===== config.mk =====
export PLATFORM = sky130hd
export DESIGN_NAME = sleep_wakeup_controller
export DESIGN_NICKNAME = d
export VERILOG_FILES = /design/src/rtl/power_pkg.sv /design/src/rtl/sleep_wakeup_controller.sv
export SDC_FILE = /design/constraint.sdc
export NUM_CORES = 1
export LEC_CHECK = 0
export ABC_AREA = 1
export BUFFER_PORTS_ARGS = -buffer_cell sky130_fd_sc_hd__buf_4
export CORE_MARGIN = 4
export CORE_UTILIZATION = 35
export CTS_BUF_LIST = sky130_fd_sc_hd__clkbuf_4
export DETAILED_ROUTE_END_ITERATION = 8
export PLACE_DENSITY = 0.51
export SKIP_LAST_GASP = 1
export SYNTH_ARGS = -nofsm -noshare
export SYNTH_HDL_FRONTEND = slang
export SYNTH_SLANG_ARGS = --single-unit
export TNS_END_PERCENT = 5

===== constraint.sdc =====
create_clock -name clk -period 7.7 [get_ports clk]
set_input_delay 1.54 -clock clk [delete_from_list [all_inputs] [get_ports clk]]
set_output_delay 1.54 -clock clk [all_outputs]
set_load 0.005 [all_outputs]

===== src/rtl/power_pkg.sv =====
package power_pkg;

    localparam int unsigned NSRC = 10;

    localparam logic [4:0] OFF_CTRL   = 5'h00;
    localparam logic [4:0] OFF_CFG    = 5'h04;
    localparam logic [4:0] OFF_STATUS = 5'h08;
    localparam logic [4:0] OFF_WAKEEN = 5'h0C;
    localparam logic [4:0] OFF_PERIPH = 5'h10;

    localparam logic [3:0] CTRL_RESET   = 4'h0;
    localparam logic [5:0] CFG_RESET    = 6'h3E;
    localparam logic [9:0] WAKEEN_RESET = 10'h000;
    localparam logic [3:0] PERIPH_RESET = 4'h0;

    localparam int unsigned CFG_WDT_EN_BIT = 0;
    localparam int unsigned CFG_PS_LSB     = 1;
    localparam int unsigned CFG_OSC_LSB    = 4;
    localparam int unsigned CTRL_PS_LSB    = 1;

    localparam int unsigned SRC_T1    = 2;
    localparam int unsigned SRC_T3    = 3;
    localparam int unsigned SRC_SPEV  = 5;
    localparam int unsigned SRC_ADC   = 9;

    localparam logic [1:0] OSC_LP = 2'h0;
    localparam logic [1:0] OSC_HS = 2'h2;

    localparam int unsigned OST_TOSC     = 1024;
    localparam int unsigned TOSC_PER_CLK = 1;
    localparam logic [10:0] OST_CYCLES   = 11'(OST_TOSC * TOSC_PER_CLK);
    localparam logic [1:0]  LAST_PHASE   = 2'h3;
    localparam logic [20:0] PREFETCH_INC = 21'h000002;

    typedef enum logic [1:0] {
        ST_AWAKE  = 2'b00,
        ST_SLEEP  = 2'b01,
        ST_OST    = 2'b10,
        ST_RESUME = 2'b11
    } pstate_t;

    typedef struct packed {
        logic [4:0]  address;
        logic        read;
        logic        write;
        logic [31:0] writedata;
    } avm_req_t;

    typedef struct packed {
        logic        sleep_exec;
        logic        watchdog_clear_instruction;
        logic        global_interrupt_enable;
        logic [20:0] pc;
    } core_req_t;

endpackage : power_pkg


===== src/rtl/sleep_wakeup_controller.sv =====
// Local design decisions: the register offsets and the Avalon-MM interface to the registers.
`timescale 1ns/1ps
`default_nettype none
module sleep_wakeup_controller
#(
    parameter logic [15:0] WDT_BASE_CYCLES = 16'd4800
)
(
    input  wire logic                  clk,
    input  wire logic                  rst,
    input  wire power_pkg::avm_req_t   avm_req,
    output logic [31:0]                avm_readdata,
    output logic                       avm_waitrequest,
    input  wire power_pkg::core_req_t  core_req,
    input  wire logic [9:0]            int_flags,
    input  wire logic                  master_clear_pin_n,
    output logic                       osc_run,
    output logic                       instr_cycle,
    output logic                       port_hold,
    output logic                       sleep_nop,
    output logic                       resume,
    output logic                       branch_to_vector,
    output logic [20:0]                prefetch_addr,
    output logic                       device_reset,
    output logic                       wake_request
);
    import power_pkg::*;

    typedef struct packed {
        pstate_t     st;
        logic [1:0]  phase;
        logic [15:0] base;
        logic [7:0]  ps;
        logic [10:0] ost;
        logic        pd;
        logic        to;
        logic        by_int;
        logic [3:0]  ctrl;
        logic [5:0]  cfg;
        logic [9:0]  wake_en;
        logic [3:0]  periph;
        logic        done;
        logic [31:0] rdata;
        logic        no_operation;
        logic        res;
        logic        vec;
        logic        drst;
        logic [20:0] pf;
    } state_t;

    state_t state_reg;
    state_t state_next;

    logic       wdt_en;
    logic [2:0] ps_sel;
    logic [7:0] ps_last;
    logic       base_tick;
    logic       wdt_timeout;
    logic [9:0] allowed;
    logic [9:0] pending;
    logic       int_wake;
    logic       master_clear_pin;
    logic       crystal;
    logic       req;
    logic [31:0] rd;

    always_comb
    begin
        // Configuration enable forces the watchdog on; otherwise software decides.
        wdt_en = state_reg.cfg[CFG_WDT_EN_BIT] | state_reg.ctrl[0];
        // Configuration postscale codes run 1:128 down to 1:1, software codes the other way.
        if (state_reg.cfg[CFG_WDT_EN_BIT])
        begin
            ps_sel = ~state_reg.cfg[CFG_PS_LSB +: 3];
        end
        else
        begin
            ps_sel = state_reg.ctrl[CTRL_PS_LSB +: 3];
        end
        ps_last     = (8'h01 << ps_sel) - 8'h01;
        base_tick   = wdt_en && (state_reg.base == WDT_BASE_CYCLES - 16'h0001);
        wdt_timeout = base_tick && (state_reg.ps == ps_last);

        // Sources that need an on-chip clock are masked while asleep unless their periph bits are set.
        allowed = 10'h3FF;
        if (state_reg.st != ST_AWAKE)
        begin
            allowed[SRC_T1]   = state_reg.periph[0];
            allowed[SRC_T3]   = state_reg.periph[1];
            allowed[SRC_SPEV] = state_reg.periph[0] & state_reg.periph[2];
            allowed[SRC_ADC]  = state_reg.periph[3];
        end
        // Global enable plays no part in the wake decision.
        pending  = int_flags & state_reg.wake_en & allowed;
        int_wake = |pending;
        master_clear_pin     = ~master_clear_pin_n;
        crystal  = (state_reg.cfg[CFG_OSC_LSB +: 2] == OSC_HS)
                 || (state_reg.cfg[CFG_OSC_LSB +: 2] == OSC_LP);
        req      = avm_req.read | avm_req.write;
    end

    // Purely combinational so it is seen with the oscillator stopped.
    assign wake_request = (state_reg.st == ST_SLEEP)
                          && (master_clear_pin || wdt_timeout || int_wake);

    always_comb
    begin
        rd = 32'h00000000;
        case (avm_req.address)
            OFF_CTRL:   rd[3:0] = state_reg.ctrl;
            OFF_CFG:    rd[5:0] = state_reg.cfg;
            OFF_STATUS: rd[3:0] = {state_reg.by_int, state_reg.st == ST_SLEEP,
                                   state_reg.to, state_reg.pd};
            OFF_WAKEEN: rd[9:0] = state_reg.wake_en;
            OFF_PERIPH: rd[3:0] = state_reg.periph;
            default:    rd = 32'h00000000;
        endcase
    end

    always_comb
    begin
        state_next      = state_reg;
        state_next.no_operation  = 1'b0;
        state_next.res  = 1'b0;
        state_next.drst = 1'b0;

        // Bus: request held two cycles, answered on the second edge.
        state_next.done = req & ~state_reg.done;
        if (req && !state_reg.done)
        begin
            state_next.rdata = rd;
        end
        if (avm_req.write && state_reg.done)
        begin
            case (avm_req.address)
                OFF_CTRL:   state_next.ctrl    = avm_req.writedata[3:0];
                OFF_CFG:    state_next.cfg     = avm_req.writedata[5:0];
                OFF_WAKEEN: state_next.wake_en = avm_req.writedata[9:0];
                OFF_PERIPH: state_next.periph  = avm_req.writedata[3:0];
                default:    state_next.ctrl    = state_reg.ctrl;
            endcase
        end

        // Instruction phases advance only while the oscillator runs.
        if (state_reg.st != ST_SLEEP)
        begin
            state_next.phase = state_reg.phase + 2'h1;
        end

        // Watchdog runs on its own oscillator in every state.
        if (wdt_en)
        begin
            if (base_tick)
            begin
                state_next.base = 16'h0000;
                state_next.ps   = wdt_timeout ? 8'h00 : state_reg.ps + 8'h01;
            end
            else
            begin
                state_next.base = state_reg.base + 16'h0001;
            end
        end
        if (wdt_timeout)
        begin
            state_next.to = 1'b0;
        end
        if (core_req.watchdog_clear_instruction)
        begin
            state_next.base = 16'h0000;
            state_next.ps   = 8'h00;
        end

        case (state_reg.st)
            ST_AWAKE:
            begin
                if (wdt_timeout)
                begin
                    state_next.drst  = 1'b1;
                    state_next.phase = 2'h0;
                end
                else if (core_req.sleep_exec)
                begin
                    if (int_wake)
                    begin
                        state_next.no_operation = 1'b1;
                        state_next.base = state_reg.base;
                        state_next.ps   = state_reg.ps;
                    end
                    else
                    begin
                        state_next.st     = ST_SLEEP;
                        state_next.base   = 16'h0000;
                        state_next.ps     = 8'h00;
                        state_next.pd     = 1'b0;
                        state_next.to     = 1'b1;
                        state_next.by_int = 1'b0;
                        state_next.pf     = core_req.pc + PREFETCH_INC;
                    end
                end
            end
            ST_SLEEP:
            begin
                // A condition raised at entry wakes on the very next edge.
                if (master_clear_pin)
                begin
                    state_next.drst  = 1'b1;
                    state_next.st    = ST_AWAKE;
                    state_next.phase = 2'h0;
                    state_next.base  = 16'h0000;
                    state_next.ps    = 8'h00;
                end
                else if (wdt_timeout || int_wake)
                begin
                    state_next.by_int = int_wake & ~wdt_timeout;
                    state_next.ost    = 11'h000;
                    state_next.st     = crystal ? ST_OST : ST_RESUME;
                    state_next.phase  = 2'h0;
                end
            end
            ST_OST:
            begin
                state_next.ost = state_reg.ost + 11'h001;
                if (state_reg.ost == OST_CYCLES - 11'h001)
                begin
                    state_next.st    = ST_RESUME;
                    state_next.phase = 2'h0;
                end
            end
            ST_RESUME:
            begin
                if (state_reg.phase == LAST_PHASE)
                begin
                    state_next.st  = ST_AWAKE;
                    state_next.res = 1'b1;
                    state_next.vec = core_req.global_interrupt_enable & state_reg.by_int;
                end
            end
            default:
            begin
                state_next.st = ST_AWAKE;
            end
        endcase

        // A pin reset while awake also restarts the device.
        if (master_clear_pin && state_reg.st != ST_SLEEP)
        begin
            state_next.drst  = 1'b1;
            state_next.st    = ST_AWAKE;
            state_next.phase = 2'h0;
            state_next.base  = 16'h0000;
            state_next.ps    = 8'h00;
        end
    end

    always_ff @(posedge clk)
    begin
        if (rst)
        begin
            state_reg         <= '0;
            state_reg.st      <= ST_AWAKE;
            state_reg.pd      <= 1'b1;
            state_reg.to      <= 1'b1;
            state_reg.ctrl    <= CTRL_RESET;
            state_reg.cfg     <= CFG_RESET;
            state_reg.wake_en <= WAKEEN_RESET;
            state_reg.periph  <= PERIPH_RESET;
        end
        else
        begin
            state_reg <= state_next;
        end
    end

    assign avm_readdata     = state_reg.rdata;
    assign avm_waitrequest  = req & ~state_reg.done;
    assign osc_run          = state_reg.st != ST_SLEEP;
    assign instr_cycle      = osc_run && (state_reg.phase == LAST_PHASE);
    assign port_hold        = state_reg.st != ST_AWAKE;
    assign sleep_nop        = state_reg.no_operation;
    assign resume           = state_reg.res;
    assign branch_to_vector = state_reg.vec;
    assign prefetch_addr    = state_reg.pf;
    assign device_reset     = state_reg.drst;

endmodule : sleep_wakeup_controller
`default_nettype wire


# After elaboration in Yosys (flattened, before gate mapping)

Index checks and enable logic that the tools add are counted.
W data, S select, Z words.

Flip-flop bits (word level): 102
Input bits: 76
Output and inout bits: 62
Word-level logic and storage cells: 141

$add $sub $neg: 6
Equality and inequality tests: 22
Shift operators: 1
Multiplexer cells: 46
Bitwise operators: 16
Reductions and logical operators: 31

Operator list:

| cell                    | number |
|---|---|
| $mux W24                | 6 |
| $pmux W24 S2            | 1 |
| $mux W11                | 2 |
| $mux W2                 | 11 |
| $pmux W11 S2            | 1 |
| $add A21 B2 Y21 const B | 1 |
| $and A10 B10 Y10        | 2 |
| $pmux W4 S5             | 1 |
| $add A16 B1 Y16 const B | 1 |
| $eq A16 B13 Y1 const B  | 1 |
| $mux W16                | 1 |
| $mux W4                 | 4 |
| $mux W8                 | 2 |
| $ne A2 B2 Y1 const B    | 6 |
| $reduce_and A6 Y1       | 2 |
| $add A11 B1 Y11 const B | 1 |
| $eq A11 B10 Y1 const B  | 1 |
| $mux W1                 | 11 |
| $eq A5 B4 Y1 const B    | 2 |
| $reduce_and A2 Y1       | 5 |
| $reduce_or A10 Y1       | 1 |
| $add A8 B1 Y8 const B   | 1 |
| $eq A2 B2 Y1 const B    | 4 |
| $eq A8 B8 Y1            | 1 |
| 28 further kinds        | 53 |

# Logic depth before layout (Yosys ltp)

Depth after elaboration: 13
Mapped depth: 22

# Worst setup path before layout

Ideal clock, no wire load.

Path type: reg-to-output
From: register state_reg[72] (netlist bit)
To: output port wake_request
Arrival time: 2.309 ns
Data required time: 6.160 ns
Setup slack: 3.851 ns
Cell stages (with the launch flop): 17
Buffers on the path: 1
Path through: dfxtp_1 buf_6 o21ai_2 nand2_1 or2_2 ha_1 nand2_1 nand2_1 nor2_1 nand3_1 a21oi_1 nand2_1 nor2_4 nand3_4 nand2_4 inv_1 a21oi_1

Longest elaborated chain between the ends: 8

Ends and longest elaborated chain:

| element                           | line                           | source |
|---|---|---|
| from (decl)                       | sleep_wakeup_controller.sv:51  | `state_t state_reg;` |
| from (signal assigned)            | sleep_wakeup_controller.sv:270 | `state_reg <= state_next;` |
| $mux W3                           | sleep_wakeup_controller.sv:72  | `if (state_reg.cfg[CFG_WDT_EN_BIT])` |
| $shl A1 B3 Y8                     | sleep_wakeup_controller.sv:80  | `ps_last = (8'h01 << ps_sel) - 8'h01;` |
| $sub A8 B1 Y8                     | sleep_wakeup_controller.sv:80  |  |
| $eq A8 B8 Y1                      | sleep_wakeup_controller.sv:82  | `wdt_timeout = base_tick && (state_reg.ps == ps_last);` |
| $logic_and A1 B1 Y1 *             | sleep_wakeup_controller.sv:82  |  |
| $logic_or A1 B1 Y1 * (2 in a row) | sleep_wakeup_controller.sv:104 | `&& (master_clear_pin \|\| wdt_timeout \|\| int_wake);` |
| $logic_and A1 B1 Y1 *             | sleep_wakeup_controller.sv:104 |  |
| to (decl)                         | sleep_wakeup_controller.sv:25  | `output logic wake_request` |

Every way passes the cells marked *; elsewhere a longest branch is shown, timed or not.

# Final worst setup path

Same ends and word-level chain as after synthesis.

==> flow_metrics.tcl <==
set metrics [dict create \
    status "complete, no violations" \
    grt_max_degree 51 \
    fin_ws_ns 2.53 \
    synth_area_leader_cell "dfxtp_1" \
    max_freq_ghz 0.193 \
    cts_tree "yes" \
    crit_top_cell "nand2_1" \
    worstReg2RegEnd "state_reg[117]" \
    grt_pass1_wl_microns 28700 \
    antenna_left 0 \
    design_area_sq_um 7060 \
    die_w_microns 143 \
    ioPinCount 138 \
    min_to "state_reg[84]" \
    nFillCells 1932 \
    slowest_delay_ns 0.64 \
    cp_max_fo 9 \
    tns_ns 0 \
    crit_path_start_kind "flop" \
    die-area_sq_um 20500 \
    cts_max_level 3 \
    die_y_microns 143 \
    drv_cap 0 \
    rr_worst_depth 19 \
    rsz0062_at_grt "false" \
    cts_made_buffers 9 \
    critPathTopFamily "simple AND/OR/NAND/NOR gates" \
    skew_ns 0.0330 \
    clk_latency_ns 0.51 \
    port_buffers 93 \
    crit_arrival_ns 3.63 \
    irDropWorstVdd_mv 0.0713 \
    holdCritStartpoint "state_reg[84]" \
    grt_pass1_vias 5633 \
    drc 0 \
    required_ns 6.16 \
    gr-usage-all-layers 0.172 \
    dpl_cell_area_sq_um 6920 \
    gp_congestion 0.861 \
    clockBufferDepth 2 \
    finalHoldViolCount 0 \
    path_class "reg2out" \
    syn_inst 969 \
    vias_per_cell 4.83 \
    drt_iter0_drc 365 \
    maxSlewViolCount 0 \
    critPathCaptureType "output port" \
    hold_slack_ns 0.461 \
    crit_chain "nand2_1, nand2_2, nand2_1, or2_2, ha_1, nand2_1, nand2_1, nor2_1, nand3_1, a21oi_1, nand2_1, nor2_4, nand3_4, nand2_4, inv_1, a21oi_1, buf_4" \
    synthArstFlopShare 0 \
    powerDensity_nw_per_um2 141 \
    fin_crit_ns 5.17 \
    cpMaxStageDelayCell "dfxtp_1" \
    drive_gt1_frac 0.144 \
    dr.pass1.iters 5 \
    synth.distinct_cells 46 \
    initial_core_util 0.356 \
    cellLeakagePower_nw 2.92 \
    yosysWarnings 0 \
    rr_startpoint "state_reg[72]" \
    cts_sinks 102 \
    synth.top_cell.area_share 0.319 \
    post_cts_buffers 0 \
    ff2ff_setup_slack_ns 4.34 \
    largest_register_ffs 67 \
    synth_edf_count 0 \
    ctsHoldBuffers 0 \
    vias 6018 \
    min_path_type "reg2reg" \
    hold_depth 2 \
    synthTopCellsByArea "dfxtp_1 (32%), nand2_1 (11%), nor2_1 (8.3%)" \
    syn_to_final_growth_pct 10.4 \
    slew_headroom 0.518 \
    fin_crit_sh 0.671 \
    root_buffer "clkbuf_4" \
    cp.buffers_inverters 2 \
    antenna_found_initial 1 \
    overflow 0 \
    dp_hpwl_microns 13100 \
    postCtsResizedCells 0 \
    num_rows 49 \
    syn_area_per_cell_sq_um 6.60 \
    core-area_sq_um 18000 \
    ys_seq_area_frac 0.319 \
    path_clk_slew_ns 0.17 \
    place_ws_ns 3.10 \
    syn_area_sq_um 6400 \
    setup_viol 0 \
    synth_seq_cells 102 \
    worst_pin_slew_ns 0.722 \
    wire_per_inst_microns 14.0 \
    ys.flop_type "dfxtp_1" \
    finalNetCount 1093 \
    routed_wirelength_microns 17400 \
]
[logic make-up after synthesis]
logic type                 count (synthesis)  synth area share
and+or+nand+nor                          479             0.333
buffers and inverters                    179             0.143
AOI/OAI and AO/OA                        170             0.148
DFF                                      102             0.319
xor gates and xnor gates                  31            0.0424
adders and majority gates                  6            0.0117
other                                      1          0.000586
muxes                                      1           0.00157
[cell usage after synthesis, types with 3 or more instances]
cell,n
nand2_1,179
a21oi_1,76
nand2_2,7
ha_1,6
buf_1,5
buf_6,3
nor2_4,3
o21a_1,4
nor3_1,26
nor2_2,3
inv_1,84
clkbuf_1,17
a221oi_1,3
nor2_1,142
nand3b_1,3
dfxtp_1,102
nand3_2,3
o211ai_1,10
xnor2_1,6
nand4_1,26
o21ai_1,16
xor2_1,25
inv_2,8
o21ai_0,49
nand3_1,80
buf_4,58
[power by group]
part / internal (W) / switching [W] / total, W
Clock: 0.0000772 / 0.000215 / 0.000293
Sequential: 0.000545 / 0.00000965 / 0.000555
Combinational: 0.0000611 / 0.0000889 / 0.000150
Total: 0.000683 / 0.000314 / 0.000997
[metrics by stage]
| step | util | power [W] | std cells |
|---|---|---|---|
| after CTS | 0.393 | 0.00101 | 1245 |
| after global placement | 0.385 | 0.000717 | 1229 |
| after detailed placement | 0.385 | 0.000717 | 1229 |
| after global routing | 0.393 | 0.00105 | 1246 |
| final | 0.393 | 0.000997 | 1246 |
| after floorplan | - | 0.000669 | 990 |
[metal layers]
layer  track usage  routed length, microns  part of all wire  vias to the layer above
li1              -                       -                 -                     3192
met1         0.230                    8340              0.48                     2683
met3        0.0472                     979             0.056                       15
met4        0.0430                     215             0.012                        0
met5             0                       0                 0                        -
met2         0.277                    7910              0.45                      128
[worst reg2reg max path, stage by stage, from the launching register on]
cell	delay [ns]
dfxtp_1	0.64
nand2_1	0.15
nand2_2	0.15
nand2_1	0.08
or2_2	0.28
ha_1	0.29
nand2_1	0.07
nand2_1	0.04
nor2_1	0.17
nand2_1	0.08
nor2_1	0.08
nand2_1	0.06
nor2_1	0.10
nand2_1	0.09
nor2_1	0.20
nand2_1	0.19
a21boi_1	0.34
nor2_1	0.11
nand2_1	0.08
a21oi_1	0.05
[cells in the final DEF (no fill, tap or decap), types with 25 or more instances in the layout]
master / instances
o21ai_0: 49
nor2_1: 142
nand3_1: 80
nand4_1: 26
dfxtp_1: 102
nand2_1: 179
buf_4: 96
a21oi_1: 76
inv_1: 84
nor3_1: 26
xor2_1: 25
[cell type report]
| type | count | area [sq um] | area share |
|---|---|---|---|
| Sequential cell | 102 | 2040 | 0.289 |
| Clock inverter | 7 | 73.8 | 0.0105 |
| Timing Repair Buffer | 96 | 721 | 0.102 |
| Inverter | 93 | 349 | 0.0495 |
| Tap cell | 229 | 287 | 0.0406 |
| Multi-Input combinational cell | 709 | 3520 | 0.498 |
| Antenna cell | 1 | 2.50 | 0.000354 |
| Clock buffer | 9 | 67.6 | 0.00957 |
[worst max path at each step]
stage             startpoint  depth (start not counted)  slack, ns      endpoint
6_report       state_reg[72]                         17       2.53  wake_request
4_1_cts        state_reg[72]                         17       2.50  wake_request
2_1_floorplan  state_reg[72]                         16       3.85  wake_request
5_1_grt        state_reg[72]                         17       2.14  wake_request
3_3_place_gp   state_reg[72]                         17       3.06  wake_request
3_5_place_dp   state_reg[72]                         17       3.10  wake_request
Power figures use the tool's default switching activity.
